**src/hdl/uart_line_defs.svh**
```systemverilog
// Register offsets, field positions, reset values and timing counts
`ifndef UART_LINE_DEFS_SVH
`define UART_LINE_DEFS_SVH

`define ADDR_DATA 3'h0
`define ADDR_FCR 3'h2
`define ADDR_LCR 3'h3

`define LCR_DLAB 7
`define LCR_BREAK 6
`define LCR_PAR_EN 3
`define LCR_STOP 2
`define FCR_ENABLE 0
`define FCR_FLUSH_RX 1
`define FCR_FLUSH_TX 2
`define FCR_TX_TRIG 3
`define FCR_DEPTH 5

`define LCR_UNLOCK 8'hBF
`define LCR_RESET 8'h00
`define DEPTH_BYTE 8'h01
`define DEPTH_SMALL 8'h10
`define DEPTH_LARGE 8'h80
`define THR_ONE 8'h01
`define THR_NONE 8'h00

`define TX_TRIG_TABLE 32'h7040_2010
`define RX_TRIG_SMALL 32'h0E08_0401
`define RX_TRIG_LARGE 32'h7040_2001
`define RX_UPPER_ENH 32'h7870_2010
`define RX_LOWER_ENH 32'h7020_1001

`define BIT_CYCLES_DEF 16

`endif

```
**src/hdl/uart_line_pkg.sv**
```systemverilog
// Types shared by the serial channel queue and line logic
package uart_line_pkg;

    typedef enum logic [4:0] {
        RX_IDLE  = 5'h01,
        RX_START = 5'h02,
        RX_DATA  = 5'h04,
        RX_PAR   = 5'h08,
        RX_STOP  = 5'h10
    } rx_state_t;

    typedef enum logic [4:0] {
        TX_IDLE  = 5'h01,
        TX_START = 5'h02,
        TX_DATA  = 5'h04,
        TX_PAR   = 5'h08,
        TX_STOP  = 5'h10
    } tx_state_t;

    typedef struct packed {
        logic [7:0] line_format_control;
        logic unlock;
        logic fcr_en;
        logic fcr3;
        logic [1:0] fcr54;
        logic [1:0] fcr76;
        logic [6:0] tx_hd;
        logic [6:0] tx_tl;
        logic [7:0] tx_cnt;
        logic [6:0] rx_hd;
        logic [6:0] rx_tl;
        logic [7:0] rx_cnt;
        logic [7:0] rdata;
        logic rx9;
        logic sin_m;
        logic sin_s;
        logic sin_p;
        rx_state_t rx_st;
        logic [15:0] rx_cyc;
        logic [3:0] rx_bit;
        logic [8:0] rx_data;
        logic rx_perr;
        logic perr;
        logic ferr;
        logic ovr;
        tx_state_t tx_st;
        logic [15:0] tx_cyc;
        logic [3:0] tx_bit;
        logic [8:0] tx_data;
        logic serial_output;
    } core_t;

endpackage

```
**src/hdl/tx_skid_buffer.sv**
```systemverilog
// Two-entry valid/ready buffer between transmit queue and shifter
`timescale 1ns/1ps
`default_nettype none

module tx_skid_buffer #(
    parameter int W = 9
) (
    input wire logic ref_clk_in,
    input wire logic resetn_in,
    input wire logic flush_in,
    input wire logic in_valid_in,
    output logic in_ready_out,
    input wire logic [W-1:0] in_data_in,
    output logic out_valid_out,
    input wire logic out_ready_in,
    output logic [W-1:0] out_data_out
);
    import uart_line_pkg::*;

    typedef struct packed {
        logic [W-1:0] e0;
        logic [W-1:0] e1;
        logic [1:0] n;
    } skid_t;

    skid_t q;
    skid_t d;
    logic push;
    logic pop;

    assign in_ready_out = (q.n != 2'h2);
    assign out_valid_out = (q.n != 2'h0);
    assign out_data_out = q.e0;

    always_comb begin
        d = q;
        push = in_valid_in && in_ready_out;
        pop = out_valid_out && out_ready_in;
        if (pop) begin
            d.e0 = q.e1;
            d.n = q.n - 2'h1;
        end
        if (push) begin
            if (d.n == 2'h0) begin
                d.e0 = in_data_in;
            end else begin
                d.e1 = in_data_in;
            end
            d.n = d.n + 2'h1;
        end
        // Flushed words must not reach the line
        if (flush_in) begin
            d.n = 2'h0;
        end
    end

    always_ff @(posedge ref_clk_in) begin
        if (!resetn_in) begin
            q <= '0;
        end else begin
            q <= d;
        end
    end

endmodule // tx_skid_buffer

`default_nettype wire

```
**src/hdl/uart_fifo_line_format.sv**
```systemverilog
// Serial channel queues, trigger levels and character framing
// What this block does
// RULE1: Transmitter takes next queue head after each character; idle when all empty.
// RULE2: Single-byte mode holds one entry; queued mode holds 16 or 128.
// RULE3: Writes to a full transmit queue are dropped; empty reads undefined.
// RULE4: Queue-control bit 0 picks single-byte (0) or queued (1) mode.
// RULE5: Bits 1 and 2 flush receive/transmit queue in queued mode; mode change flushes receive.
// RULE6: With bit 3 clear, transmit threshold is 1 and bits 5:4 ignored.
// RULE7: Enhanced mode with bit 3 set: transmit threshold 16, 32, 64, 112.
// RULE8: Transmit interrupt when transmit fill level is below the threshold.
// RULE9: Non-enhanced mode: transmit threshold 1, bit 5 picks 16 or 128 depth.
// RULE10: Bit 5 writable only with divisor access or pin high; enhanced gives 128. The code also takes the bit 5 write in enhanced mode.
// RULE11: Extra-control threshold select takes thresholds from dedicated registers.
// RULE12: Basic 16-deep receive thresholds 1, 4, 8, 14; single-byte uses 1.
// RULE13: 128-deep non-enhanced receive thresholds 1, 32, 64, 112, lower level 1.
// RULE14: Enhanced receive upper 16, 32, 112, 120; lower 1, 16, 32, 112.
// RULE15: Receive interrupt when receive fill level reaches the upper threshold.
// RULE16: Falling edge, wait half bit, accept start only if line still low.
// RULE17: After first stop bit store character, then wait for next falling edge.
// RULE18: Full queue or disabled receiver keeps framing but stores nothing; full flags overrun.
// RULE19: Writing 0xBF sets only the divisor-access bit and exposes extra registers.
// RULE20: Format bits 1:0 give 5 to 8 data bits; ignored in nine-bit framing.
// RULE21: Stop bit 2 gives 1, or 1.5 for 5 bits, else 2.
// RULE22: Bits 5:3 pick none, odd, even or forced-one parity; nine-bit disables.
// RULE23: Parity code 111 sends and expects a zero parity bit.
// RULE24: Format bit 6 holds the serial output low until cleared.
// RULE25: Host push and pop run beside the engines; counts update same cycle.
`timescale 1ns/1ps
`default_nettype none
`include "uart_line_defs.svh"

module uart_fifo_line_format #(
    parameter int BIT_CYCLES = `BIT_CYCLES_DEF
) (
    input wire logic ref_clk_in,
    input wire logic resetn_in,
    input wire logic [2:0] addr_in,
    input wire logic wr_in,
    input wire logic rd_in,
    input wire logic [7:0] wdata_in,
    output logic [7:0] rdata_out,
    input wire logic tx_ninth_in,
    output logic rx_ninth_out,
    input wire logic enhanced_mode_in,
    input wire logic nine_bit_config_in,
    input wire logic rx_disable_in,
    input wire logic thr_sel_in,
    input wire logic [6:0] tx_thr_reg_in,
    input wire logic [6:0] rx_thr_reg_in,
    input wire logic depth_select_pin_in,
    input wire logic tx_irq_en_in,
    input wire logic rx_irq_en_in,
    input wire logic serial_input_in,
    output logic serial_output_out,
    output logic [7:0] tx_fill_level_out,
    output logic [7:0] rx_fill_level_out,
    output logic [7:0] lower_flow_level_out,
    output logic tx_int_out,
    output logic rx_int_out,
    output logic tx_idle_out,
    output logic overrun_out,
    output logic parity_err_out,
    output logic framing_err_out
);
    import uart_line_pkg::*;

    localparam logic [15:0] BITC = 16'(BIT_CYCLES);
    localparam logic [15:0] HALFC = (BITC > 16'h1) ? (BITC >> 1) : 16'h1;

    core_t q;
    core_t d;
    logic [8:0] tx_mem [0:127];
    logic [8:0] rx_mem [0:127];
    logic [7:0] depth;
    logic [7:0] tx_thr;
    logic [7:0] rx_up;
    logic tx_full;
    logic rx_full;
    logic big;
    logic nine;
    logic [3:0] nbits;
    logic par_on;
    logic [15:0] stop_len;
    logic wr_tx;
    logic rd_rx;
    logic wr_fcr;
    logic wr_lcr;
    logic tx_push;
    logic tx_pop;
    logic rx_push;
    logic rx_pop;
    logic flush_rx;
    logic flush_tx;
    logic tx_end;
    logic rx_end;
    logic line;
    logic buf_in_ready;
    logic buf_valid;
    logic buf_ready;
    logic [8:0] buf_data;

    function automatic logic [7:0] thr_pick(input logic [1:0] c,
                                            input logic [31:0] t);
        thr_pick = t[{c, 3'h0} +: 8];
    endfunction

    function automatic logic par_calc(input logic [8:0] v,
                                      input logic [7:0] lc);
        logic [8:0] m;
        m = v & (9'h0FF >> (2'h3 - lc[1:0]));
        case (lc[5:4])
            2'h0: par_calc = ~^m;
            2'h1: par_calc = ^m;
            2'h2: par_calc = 1'b1;
            default: par_calc = 1'b0; // RULE23
        endcase
    endfunction

    // ------------------------------------------------------------
    // Queue depth and trigger levels
    // ------------------------------------------------------------
    assign big = enhanced_mode_in || q.fcr54[1]; // RULE10
    assign depth = !q.fcr_en ? `DEPTH_BYTE :
                   big ? `DEPTH_LARGE : `DEPTH_SMALL; // RULE2 RULE4 RULE9
    assign tx_full = (q.tx_cnt >= depth);
    assign rx_full = (q.rx_cnt >= depth);

    always_comb begin
        if (!q.fcr_en) begin
            tx_thr = `THR_ONE;
            rx_up = `THR_ONE; // RULE12
            lower_flow_level_out = `THR_ONE;
        end else if (thr_sel_in) begin
            tx_thr = {1'b0, tx_thr_reg_in}; // RULE11
            rx_up = {1'b0, rx_thr_reg_in};
            lower_flow_level_out = `THR_ONE;
        end else if (enhanced_mode_in) begin
            tx_thr = q.fcr3 ? thr_pick(q.fcr54, `TX_TRIG_TABLE)
                            : `THR_ONE; // RULE6 RULE7
            rx_up = thr_pick(q.fcr76, `RX_UPPER_ENH); // RULE14
            lower_flow_level_out = thr_pick(q.fcr76, `RX_LOWER_ENH);
        end else if (big) begin
            tx_thr = `THR_ONE; // RULE9
            rx_up = thr_pick(q.fcr76, `RX_TRIG_LARGE); // RULE13
            lower_flow_level_out = `THR_ONE;
        end else begin
            tx_thr = `THR_ONE;
            rx_up = thr_pick(q.fcr76, `RX_TRIG_SMALL); // RULE12
            lower_flow_level_out = `THR_NONE;
        end
    end

    assign tx_int_out = tx_irq_en_in && (q.tx_cnt < tx_thr); // RULE8
    assign rx_int_out = rx_irq_en_in && (q.rx_cnt >= rx_up); // RULE15
    assign tx_fill_level_out = q.tx_cnt;
    assign rx_fill_level_out = q.rx_cnt;
    assign tx_idle_out = (q.tx_cnt == 8'h00) && !buf_valid &&
                         (q.tx_st == TX_IDLE); // RULE1

    // ------------------------------------------------------------
    // Character format
    // ------------------------------------------------------------
    assign nine = nine_bit_config_in;
    assign nbits = nine ? 4'h9 : 4'h5 + {2'h0, q.line_format_control[1:0]}; // RULE20
    assign par_on = q.line_format_control[`LCR_PAR_EN] && !nine; // RULE22
    assign stop_len = !q.line_format_control[`LCR_STOP] ? BITC :
                      (q.line_format_control[1:0] == 2'h0) ? BITC + (BITC >> 1) :
                      (BITC << 1); // RULE21

    // ------------------------------------------------------------
    // Host access decode
    // ------------------------------------------------------------
    assign wr_tx = wr_in && addr_in == `ADDR_DATA && !q.line_format_control[`LCR_DLAB];
    assign rd_rx = rd_in && addr_in == `ADDR_DATA && !q.line_format_control[`LCR_DLAB];
    assign wr_fcr = wr_in && addr_in == `ADDR_FCR && !q.unlock;
    assign wr_lcr = wr_in && addr_in == `ADDR_LCR;
    assign flush_rx = wr_fcr && ((wdata_in[`FCR_FLUSH_RX] && q.fcr_en) ||
                      (wdata_in[`FCR_ENABLE] != q.fcr_en)); // RULE5
    assign flush_tx = wr_fcr && wdata_in[`FCR_FLUSH_TX] && q.fcr_en;
    assign tx_push = wr_tx && !tx_full; // RULE3
    assign rx_pop = rd_rx && (q.rx_cnt != 8'h00);
    assign tx_pop = (q.tx_cnt != 8'h00) && buf_in_ready;
    assign tx_end = (q.tx_cyc == BITC - 16'h1);
    assign rx_end = (q.rx_cyc == BITC - 16'h1);
    assign rx_push = (q.rx_st == RX_STOP) && rx_end && !rx_full &&
                     !rx_disable_in && !flush_rx; // RULE17 RULE18
    assign buf_ready = (q.tx_st == TX_IDLE); // RULE1

    tx_skid_buffer #(
        .W(9)
    ) u_tx_buf (
        .ref_clk_in(ref_clk_in),
        .resetn_in(resetn_in),
        .flush_in(flush_tx),
        .in_valid_in(q.tx_cnt != 8'h00),
        .in_ready_out(buf_in_ready),
        .in_data_in(tx_mem[q.tx_hd]),
        .out_valid_out(buf_valid),
        .out_ready_in(buf_ready),
        .out_data_out(buf_data)
    );

    always_ff @(posedge ref_clk_in) begin
        if (tx_push) begin
            tx_mem[q.tx_tl] <= {tx_ninth_in, wdata_in};
        end
        if (rx_push) begin
            rx_mem[q.rx_tl] <= q.rx_data;
        end
    end

    // ------------------------------------------------------------
    // Next-state logic
    // ------------------------------------------------------------
    always_comb begin
        d = q;
        line = 1'b1;
        d.ovr = 1'b0;
        d.sin_m = serial_input_in;
        d.sin_s = q.sin_m;
        d.sin_p = q.sin_s;
        if (wr_lcr) begin
            if (wdata_in == `LCR_UNLOCK) begin
                d.line_format_control[`LCR_DLAB] = 1'b1; // RULE19
                d.unlock = 1'b1;
            end else begin
                d.line_format_control = wdata_in;
                d.unlock = 1'b0;
            end
        end
        if (wr_fcr) begin
            d.fcr_en = wdata_in[`FCR_ENABLE]; // RULE4
            d.fcr3 = wdata_in[`FCR_TX_TRIG];
            d.fcr54[0] = wdata_in[4];
            if (enhanced_mode_in || depth_select_pin_in ||
                q.line_format_control[`LCR_DLAB]) begin
                d.fcr54[1] = wdata_in[`FCR_DEPTH]; // RULE10
            end
            d.fcr76 = wdata_in[7:6];
        end
        if (rd_in) begin
            d.rdata = 8'h00;
            if (rd_rx) begin
                d.rdata = rx_mem[q.rx_hd][7:0]; // RULE3
                d.rx9 = rx_mem[q.rx_hd][8];
            end else if (addr_in == `ADDR_LCR) begin
                d.rdata = q.line_format_control;
            end
        end
        // Queue pointers and counts move together each cycle
        if (tx_push) begin
            d.tx_tl = q.tx_tl + 7'h1;
        end
        if (tx_pop) begin
            d.tx_hd = q.tx_hd + 7'h1;
        end
        d.tx_cnt = q.tx_cnt + {7'h0, tx_push} - {7'h0, tx_pop}; // RULE25
        if (flush_tx) begin
            d.tx_hd = 7'h0;
            d.tx_tl = 7'h0;
            d.tx_cnt = 8'h00;
        end
        if (rx_push) begin
            d.rx_tl = q.rx_tl + 7'h1;
        end
        if (rx_pop) begin
            d.rx_hd = q.rx_hd + 7'h1;
        end
        d.rx_cnt = q.rx_cnt + {7'h0, rx_push} - {7'h0, rx_pop}; // RULE25
        if (flush_rx) begin
            d.rx_hd = 7'h0;
            d.rx_tl = 7'h0;
            d.rx_cnt = 8'h00;
        end
        // Transmit shifter
        d.tx_cyc = q.tx_cyc + 16'h1;
        case (q.tx_st)
            TX_IDLE: begin
                if (buf_valid) begin
                    d.tx_data = buf_data; // RULE1
                    d.tx_st = TX_START;
                    d.tx_cyc = 16'h0;
                end
            end
            TX_START: begin
                line = 1'b0;
                if (tx_end) begin
                    d.tx_st = TX_DATA;
                    d.tx_bit = 4'h0;
                    d.tx_cyc = 16'h0;
                end
            end
            TX_DATA: begin
                line = q.tx_data[q.tx_bit];
                if (tx_end) begin
                    d.tx_cyc = 16'h0;
                    d.tx_bit = q.tx_bit + 4'h1;
                    if (q.tx_bit == nbits - 4'h1) begin
                        d.tx_st = par_on ? TX_PAR : TX_STOP;
                    end
                end
            end
            TX_PAR: begin
                line = par_calc(q.tx_data, q.line_format_control); // RULE22
                if (tx_end) begin
                    d.tx_st = TX_STOP;
                    d.tx_cyc = 16'h0;
                end
            end
            TX_STOP: begin
                if (q.tx_cyc == stop_len - 16'h1) begin
                    d.tx_st = TX_IDLE; // RULE21
                end
            end
            default: d.tx_st = TX_IDLE;
        endcase
        d.serial_output = q.line_format_control[`LCR_BREAK] ? 1'b0 : line; // RULE24
        // Receive shifter; bits sample the second sync stage, edge detect compares it with the third
        d.rx_cyc = q.rx_cyc + 16'h1;
        case (q.rx_st)
            RX_IDLE: begin
                if (q.sin_p && !q.sin_s) begin
                    d.rx_st = RX_START;
                    d.rx_cyc = 16'h0;
                end
            end
            RX_START: begin
                if (q.rx_cyc == HALFC - 16'h1) begin
                    d.rx_cyc = 16'h0;
                    d.rx_bit = 4'h0;
                    d.rx_data = 9'h000;
                    d.rx_st = q.sin_s ? RX_IDLE : RX_DATA; // RULE16
                end
            end
            RX_DATA: begin
                if (rx_end) begin
                    d.rx_cyc = 16'h0;
                    d.rx_data[q.rx_bit] = q.sin_s;
                    d.rx_bit = q.rx_bit + 4'h1;
                    d.rx_perr = 1'b0;
                    if (q.rx_bit == nbits - 4'h1) begin
                        d.rx_st = par_on ? RX_PAR : RX_STOP;
                    end
                end
            end
            RX_PAR: begin
                if (rx_end) begin
                    d.rx_cyc = 16'h0;
                    d.rx_perr = (q.sin_s != par_calc(q.rx_data, q.line_format_control));
                    d.rx_st = RX_STOP;
                end
            end
            RX_STOP: begin
                if (rx_end) begin
                    d.perr = q.rx_perr;
                    d.ferr = !q.sin_s;
                    d.ovr = rx_full && !rx_disable_in; // RULE18
                    d.rx_st = RX_IDLE; // RULE17
                end
            end
            default: d.rx_st = RX_IDLE;
        endcase
    end

    always_ff @(posedge ref_clk_in) begin
        if (!resetn_in) begin
            q <= '0;
            q.line_format_control <= `LCR_RESET;
            q.sin_m <= 1'b1;
            q.sin_s <= 1'b1;
            q.sin_p <= 1'b1;
            q.serial_output <= 1'b1;
            q.rx_st <= RX_IDLE;
            q.tx_st <= TX_IDLE;
        end else begin
            q <= d;
        end
    end

    assign rdata_out = q.rdata;
    assign rx_ninth_out = q.rx9;
    assign serial_output_out = q.serial_output;
    assign overrun_out = q.ovr;
    assign parity_err_out = q.perr;
    assign framing_err_out = q.ferr;
endmodule // uart_fifo_line_format

`default_nettype wire

```
**config.mk**
```make
export PLATFORM = sky130hd
export DESIGN_NAME = uart_fifo_line_format
export DESIGN_NICKNAME = d
export VERILOG_FILES = /design/src/hdl/uart_line_pkg.sv /design/src/hdl/tx_skid_buffer.sv /design/src/hdl/uart_fifo_line_format.sv
export VERILOG_INCLUDE_DIRS = /design/src /design/src/hdl
export SDC_FILE = /design/constraint.sdc
export NUM_CORES = 2
export LEC_CHECK = 0
export BUFFER_PORTS_ARGS = -buffer_cell sky130_fd_sc_hd__buf_4
export CAP_MARGIN = 10
export CELL_PAD_IN_SITES_DETAIL_PLACEMENT = 0
export CELL_PAD_IN_SITES_GLOBAL_PLACEMENT = 1
export CORE_ASPECT_RATIO = 0.7
export CORE_MARGIN = 2
export CORE_UTILIZATION = 30
export DETAILED_ROUTE_END_ITERATION = 8
export PLACE_DENSITY_LB_ADDON = 0.1
export REMOVE_ABC_BUFFERS = 1
export SLEW_MARGIN = 20
export SYNTH_ARGS = -nofsm -noshare
export SYNTH_HDL_FRONTEND = slang
export SYNTH_SLANG_ARGS = --single-unit
```
**constraint.sdc**
```tcl
create_clock -name ref_clk_in -period 4.35 [get_ports ref_clk_in]
set_clock_uncertainty 0.2 [all_clocks]
set_input_delay 0.87 -clock ref_clk_in [delete_from_list [all_inputs] [get_ports ref_clk_in]]
set_output_delay 0.87 -clock ref_clk_in [all_outputs]
set_load 0.01 [all_outputs]
```
==> key figures <==
Drt
  – Number of nets still failing antenna checks after routing: 0
  – First-pass DRT Iterations: 6
  – DRC violations left: 0
  – Routed wire length per instance: ~29 um
  – Routed WL: about 300,000 um
  – Iteration-0 DRC Markers: ~5,000
  – Vias after detailed routing: between 50,000 and 60,000
  – Vias per cell: 4.96

Clocking
  – Total clock sinks: roughly 2,500
  – Clock tree from TritonCTS: built
  – Maximum level of the CTS H-tree: 5
  – Max clock buf depth: 4
  – Total CTS buffers: between 200 and 300
  – Clock Latency Late Sink: 870 ps
  – Worst-path clk slew: ~60 ps
  – Clock Tree Root: sky130_fd_sc_hd__clkbuf_16

Floorplan
  – Die width: between 600 and 700 um
  – Vertical extent of the die: 484 um
  – Area of the core: 0.328 mm2
  – Num rows: approximately 180
  – Total I/O pin count: ~80
  – Total Die Area: roughly 0.33 mm2
  – Effective utilization at floorplan: 0.301

Global routing
  – Maximum number of pins on one net before global-route repair: 130
  – Grt total ovfl: 0
  – Number of global-route vias before repair: 52,197
  – Antenna violations before repair: 14
  – Overall global routing resource usage: 0.179
  – Global-route wire length before repair: around 420,000 um

Synthesis
  – Sequential element share of the synthesized area: 0.738
  – Main synth FF type: sky130_fd_sc_hd__edfxtp_1
  – Fraction of post-synthesis cell area in the top cell type by area: 0.702
  – Post-synth EDFFs: about 2,300
  – Count of synthesis-stage warnings from yosys: 0
  – Count of cell types in the netlist: 84
  – Leading post-synthesis cells by cell area: sky130_fd_sc_hd__edfxtp_1 70%, sky130_fd_sc_hd__mux4_2 12%, sky130_fd_sc_hd__dfxtp_1 3.6%
  – Average cell area after synthesis: around 19 um2
  – Most frequent cells after synthesis: 2,304 x sky130_fd_sc_hd__edfxtp_1, 546 x sky130_fd_sc_hd__mux4_2, 411 x sky130_fd_sc_hd__nor2_1
  – Flip-flop and latch count after synthesis: 2,482
  – Combined area of all synthesized cells: approximately 0.1 mm2
  – Ys async rst share: 0
  – Post-synth top area cell: sky130_fd_sc_hd__edfxtp_1
  – Cell with the most instances after synthesis: sky130_fd_sc_hd__edfxtp_1
  – Cell count after synthesis: ~5,300

Layout
  – Area of the multi-input gates: about 0.024 mm2
  – Proportion of layout cells with a drive suffix above 1: 0.270
  – Final standard cell count with taps included and fillers excluded: ~10,000
  – P&R area growth vs syn: 18.0%
  – Filler Cells Inserted: 30,799
  – Final-stage net count: between 5,000 and 6,000
  – Sequential cell area: about 0.073 mm2
  – Final Instance Area: approximately 0.12 mm2

Power and ir drop
  – Power density cells: ~480 mW/mm2
  – Leakage dissipation: between 30 and 40 nW
  – VDD IR-drop max: 312 uV

Worst setup path
  – Endpoint arrival time on the critical path: 4890 ps
  – Endpoint kind of the worst setup timing path: register
  – Data required, critical path: 4960 ps
  – Setup CP Type: reg2reg
  – Maximum fanout encountered on the critical timing path: 32
  – Setup crit start kind: register

STA
  – Number of failing hold endpoints at the final stage: 0
  – Transition time of the tightest slew-check pin: ~1300 ps
  – Share of the cycle needed by the critical path after routing: 0.983
  – Shortest period the worst path allows: between 4000 and 5000 ps
  – Slew HR: 0.158
  – Max-slew violation count: 0
  – Maximum clock frequency: approximately 0.23 GHz
  – Unrepaired setup endpoints after global routing: true
  – Endpoints failing setup: 0

Outcome
  – Result of the run: finished, final reports clean

Place
  – Gp weighted congestion: about 0.8
  – Instance area at placement: ~0.11 mm2
  – Dpl cells: about 10,000
  – Detailed-placement wirelength estimate: just under 200,000 um
  – Number of buffers inserted by port buffering: 73

Run
  – Count of max-cap constraint violations: 0

Worst hold path
  – Classification of the worst-slack hold path: in2reg
==> repair_timing <==
item,4_1_cts,5_1_grt
pin swaps,1,4
gates resized for setup,6,8
setup buffers,0,1
hold endpoints to repair,1,0
hold buffers,1,0
endpoints found under the setup margin,1,6
==> per-stage QoR <==
| step | utilization | setup WS (ps) | setup TNS [ps] | power [mW] | hold slack, ps |
|---|---|---|---|---|---|
| 2_1_floorplan | - | -9070 | -233380 | 30.7 | 186 |
| 3_3_place_gp | 0.329 | -163 | -319 | 33.6 | 199 |
| 3_5_place_dp | 0.329 | -133 | -146 | 33.6 | 204 |
| 4_1_cts | 0.355 | 11.2 | 0 | 56.3 | 77.5 |
| 5_1_grt | 0.355 | -62.4 | -62.4 | 57.6 | 125 |
| 6_report | 0.355 | 74.1 | 0 | 55.3 | 158 |
==> final timing paths <==
| kind | to | cells after the start | from | slack, ps |
|---|---|---|---|---|
| hold / removal | q[33]$_SDFFE_PN0P_ | 3 | nine_bit_config_in | 160 |
| setup / recovery | u_tx_buf.q[3]$_SDFFE_PN0P_ | 8 | register | 70 |
| setup reg to reg | u_tx_buf.q[3]$_SDFFE_PN0P_ | 8 | register | 70 |
| hold reg to reg | d[73]$_SDFF_PN1_ | 1 | d[74]$_SDFF_PN1_ | 210 |
==> cell type report <==
class / instances / area share
Timing Repair Buffer: 635 / 0.0459
Tap cell: 4361 / 0.0469
Antenna cell: 12 / 0.000258
Clock buffer: 354 / 0.0631
Inverter: 49 / 0.00158
Sequential cell: 2482 / 0.626
Clock inverter: 121 / 0.00892
Multi-Input combinational cell: 2446 / 0.207
==> flip-flops by register name, summed over array words and instances (netlist names), named ones only <==
signal                 count
q                        113
d                          2
serial_output_out          1
framing_err_out            1
rdata_out                  8
rx_mem                  1152
overrun_out                1
parity_err_out             1
rx_ninth_out               1
rx_fill_level_out          8
u_tx_buf.q                11
tx_mem                  1152
u_tx_buf.out_data_out      9
tx_fill_level_out          8
==> layer usage <==
layer / GRT usage / part of all wire / up-vias
met3: 0.0444 / 0.070 / 386
met1: 0.278 / 0.49 / 27642
met4: 0.0461 / 0.026 / 2
met2: 0.245 / 0.41 / 1372
met5: 0 / 0.000040 / -
li1: - / - / 22478
==> power breakdown <==
| group | switching (mW) | internal, mW | leakage [nW] |
|---|---|---|---|
| clock network | 9.64 | 12.8 | 4.09 |
| logic | 3.65 | 2.98 | 10.1 |
| registers | 0.230 | 26.0 | 23.4 |
| total | 13.5 | 41.8 | 37.6 |
==> cells by family (layout without fill, tap and decap cells) <==
family                     count (synthesis)  count (layout)  synth area share
DFF                                     2482            2482             0.738
AOI/OAI and AO/OA                        488             488            0.0337
other                                      1              16         0.0000380
xor gates and xnor gates                  93              93           0.00826
buffers and inverters                    359            1159            0.0182
and+or+nand+nor                         1103            1103            0.0536
muxes                                    697             697             0.140
adders and majority gates                 61              61           0.00789
==> placed cells by master, fill, tap and decap left out, types with 17 or more instances in the layout <==
master,instances
sky130_fd_sc_hd__buf_12,43
sky130_fd_sc_hd__nor3_1,107
sky130_fd_sc_hd__clkbuf_1,70
sky130_fd_sc_hd__buf_4,583
sky130_fd_sc_hd__o21ai_0,75
sky130_fd_sc_hd__nor2_1,408
sky130_fd_sc_hd__clkbuf_16,281
sky130_fd_sc_hd__inv_1,47
sky130_fd_sc_hd__nand2_1,248
sky130_fd_sc_hd__or3_1,17
sky130_fd_sc_hd__nand3_1,46
sky130_fd_sc_hd__mux2_2,28
sky130_fd_sc_hd__nor3b_1,22
sky130_fd_sc_hd__nand4_1,28
sky130_fd_sc_hd__clkinv_2,34
sky130_fd_sc_hd__ha_1,59
sky130_fd_sc_hd__nand2b_1,23
sky130_fd_sc_hd__clkinv_1,47
sky130_fd_sc_hd__o22ai_1,22
sky130_fd_sc_hd__mux2i_1,123
sky130_fd_sc_hd__mux4_2,546
sky130_fd_sc_hd__edfxtp_1,2304
sky130_fd_sc_hd__a21boi_0,26
sky130_fd_sc_hd__a221oi_1,27
sky130_fd_sc_hd__and3_1,25
sky130_fd_sc_hd__xor2_1,48
sky130_fd_sc_hd__xnor2_1,45
sky130_fd_sc_hd__a21oi_1,107
sky130_fd_sc_hd__dfxtp_1,159
sky130_fd_sc_hd__nor2b_1,66
sky130_fd_sc_hd__a22oi_1,79
sky130_fd_sc_hd__nor4_1,21
==> critical path: stages, from the launching register on <==
cell                        delay, ps
sky130_fd_sc_hd__dfxtp_4          740
sky130_fd_sc_hd__mux4_2           340
sky130_fd_sc_hd__nor3_1            50
sky130_fd_sc_hd__nor4_1          1050
sky130_fd_sc_hd__nand4_1          770
sky130_fd_sc_hd__a2111oi_1        610
sky130_fd_sc_hd__buf_4            200
sky130_fd_sc_hd__nand2_1           50
sky130_fd_sc_hd__a21boi_1         110
Power figures use the tool's default switching activity.
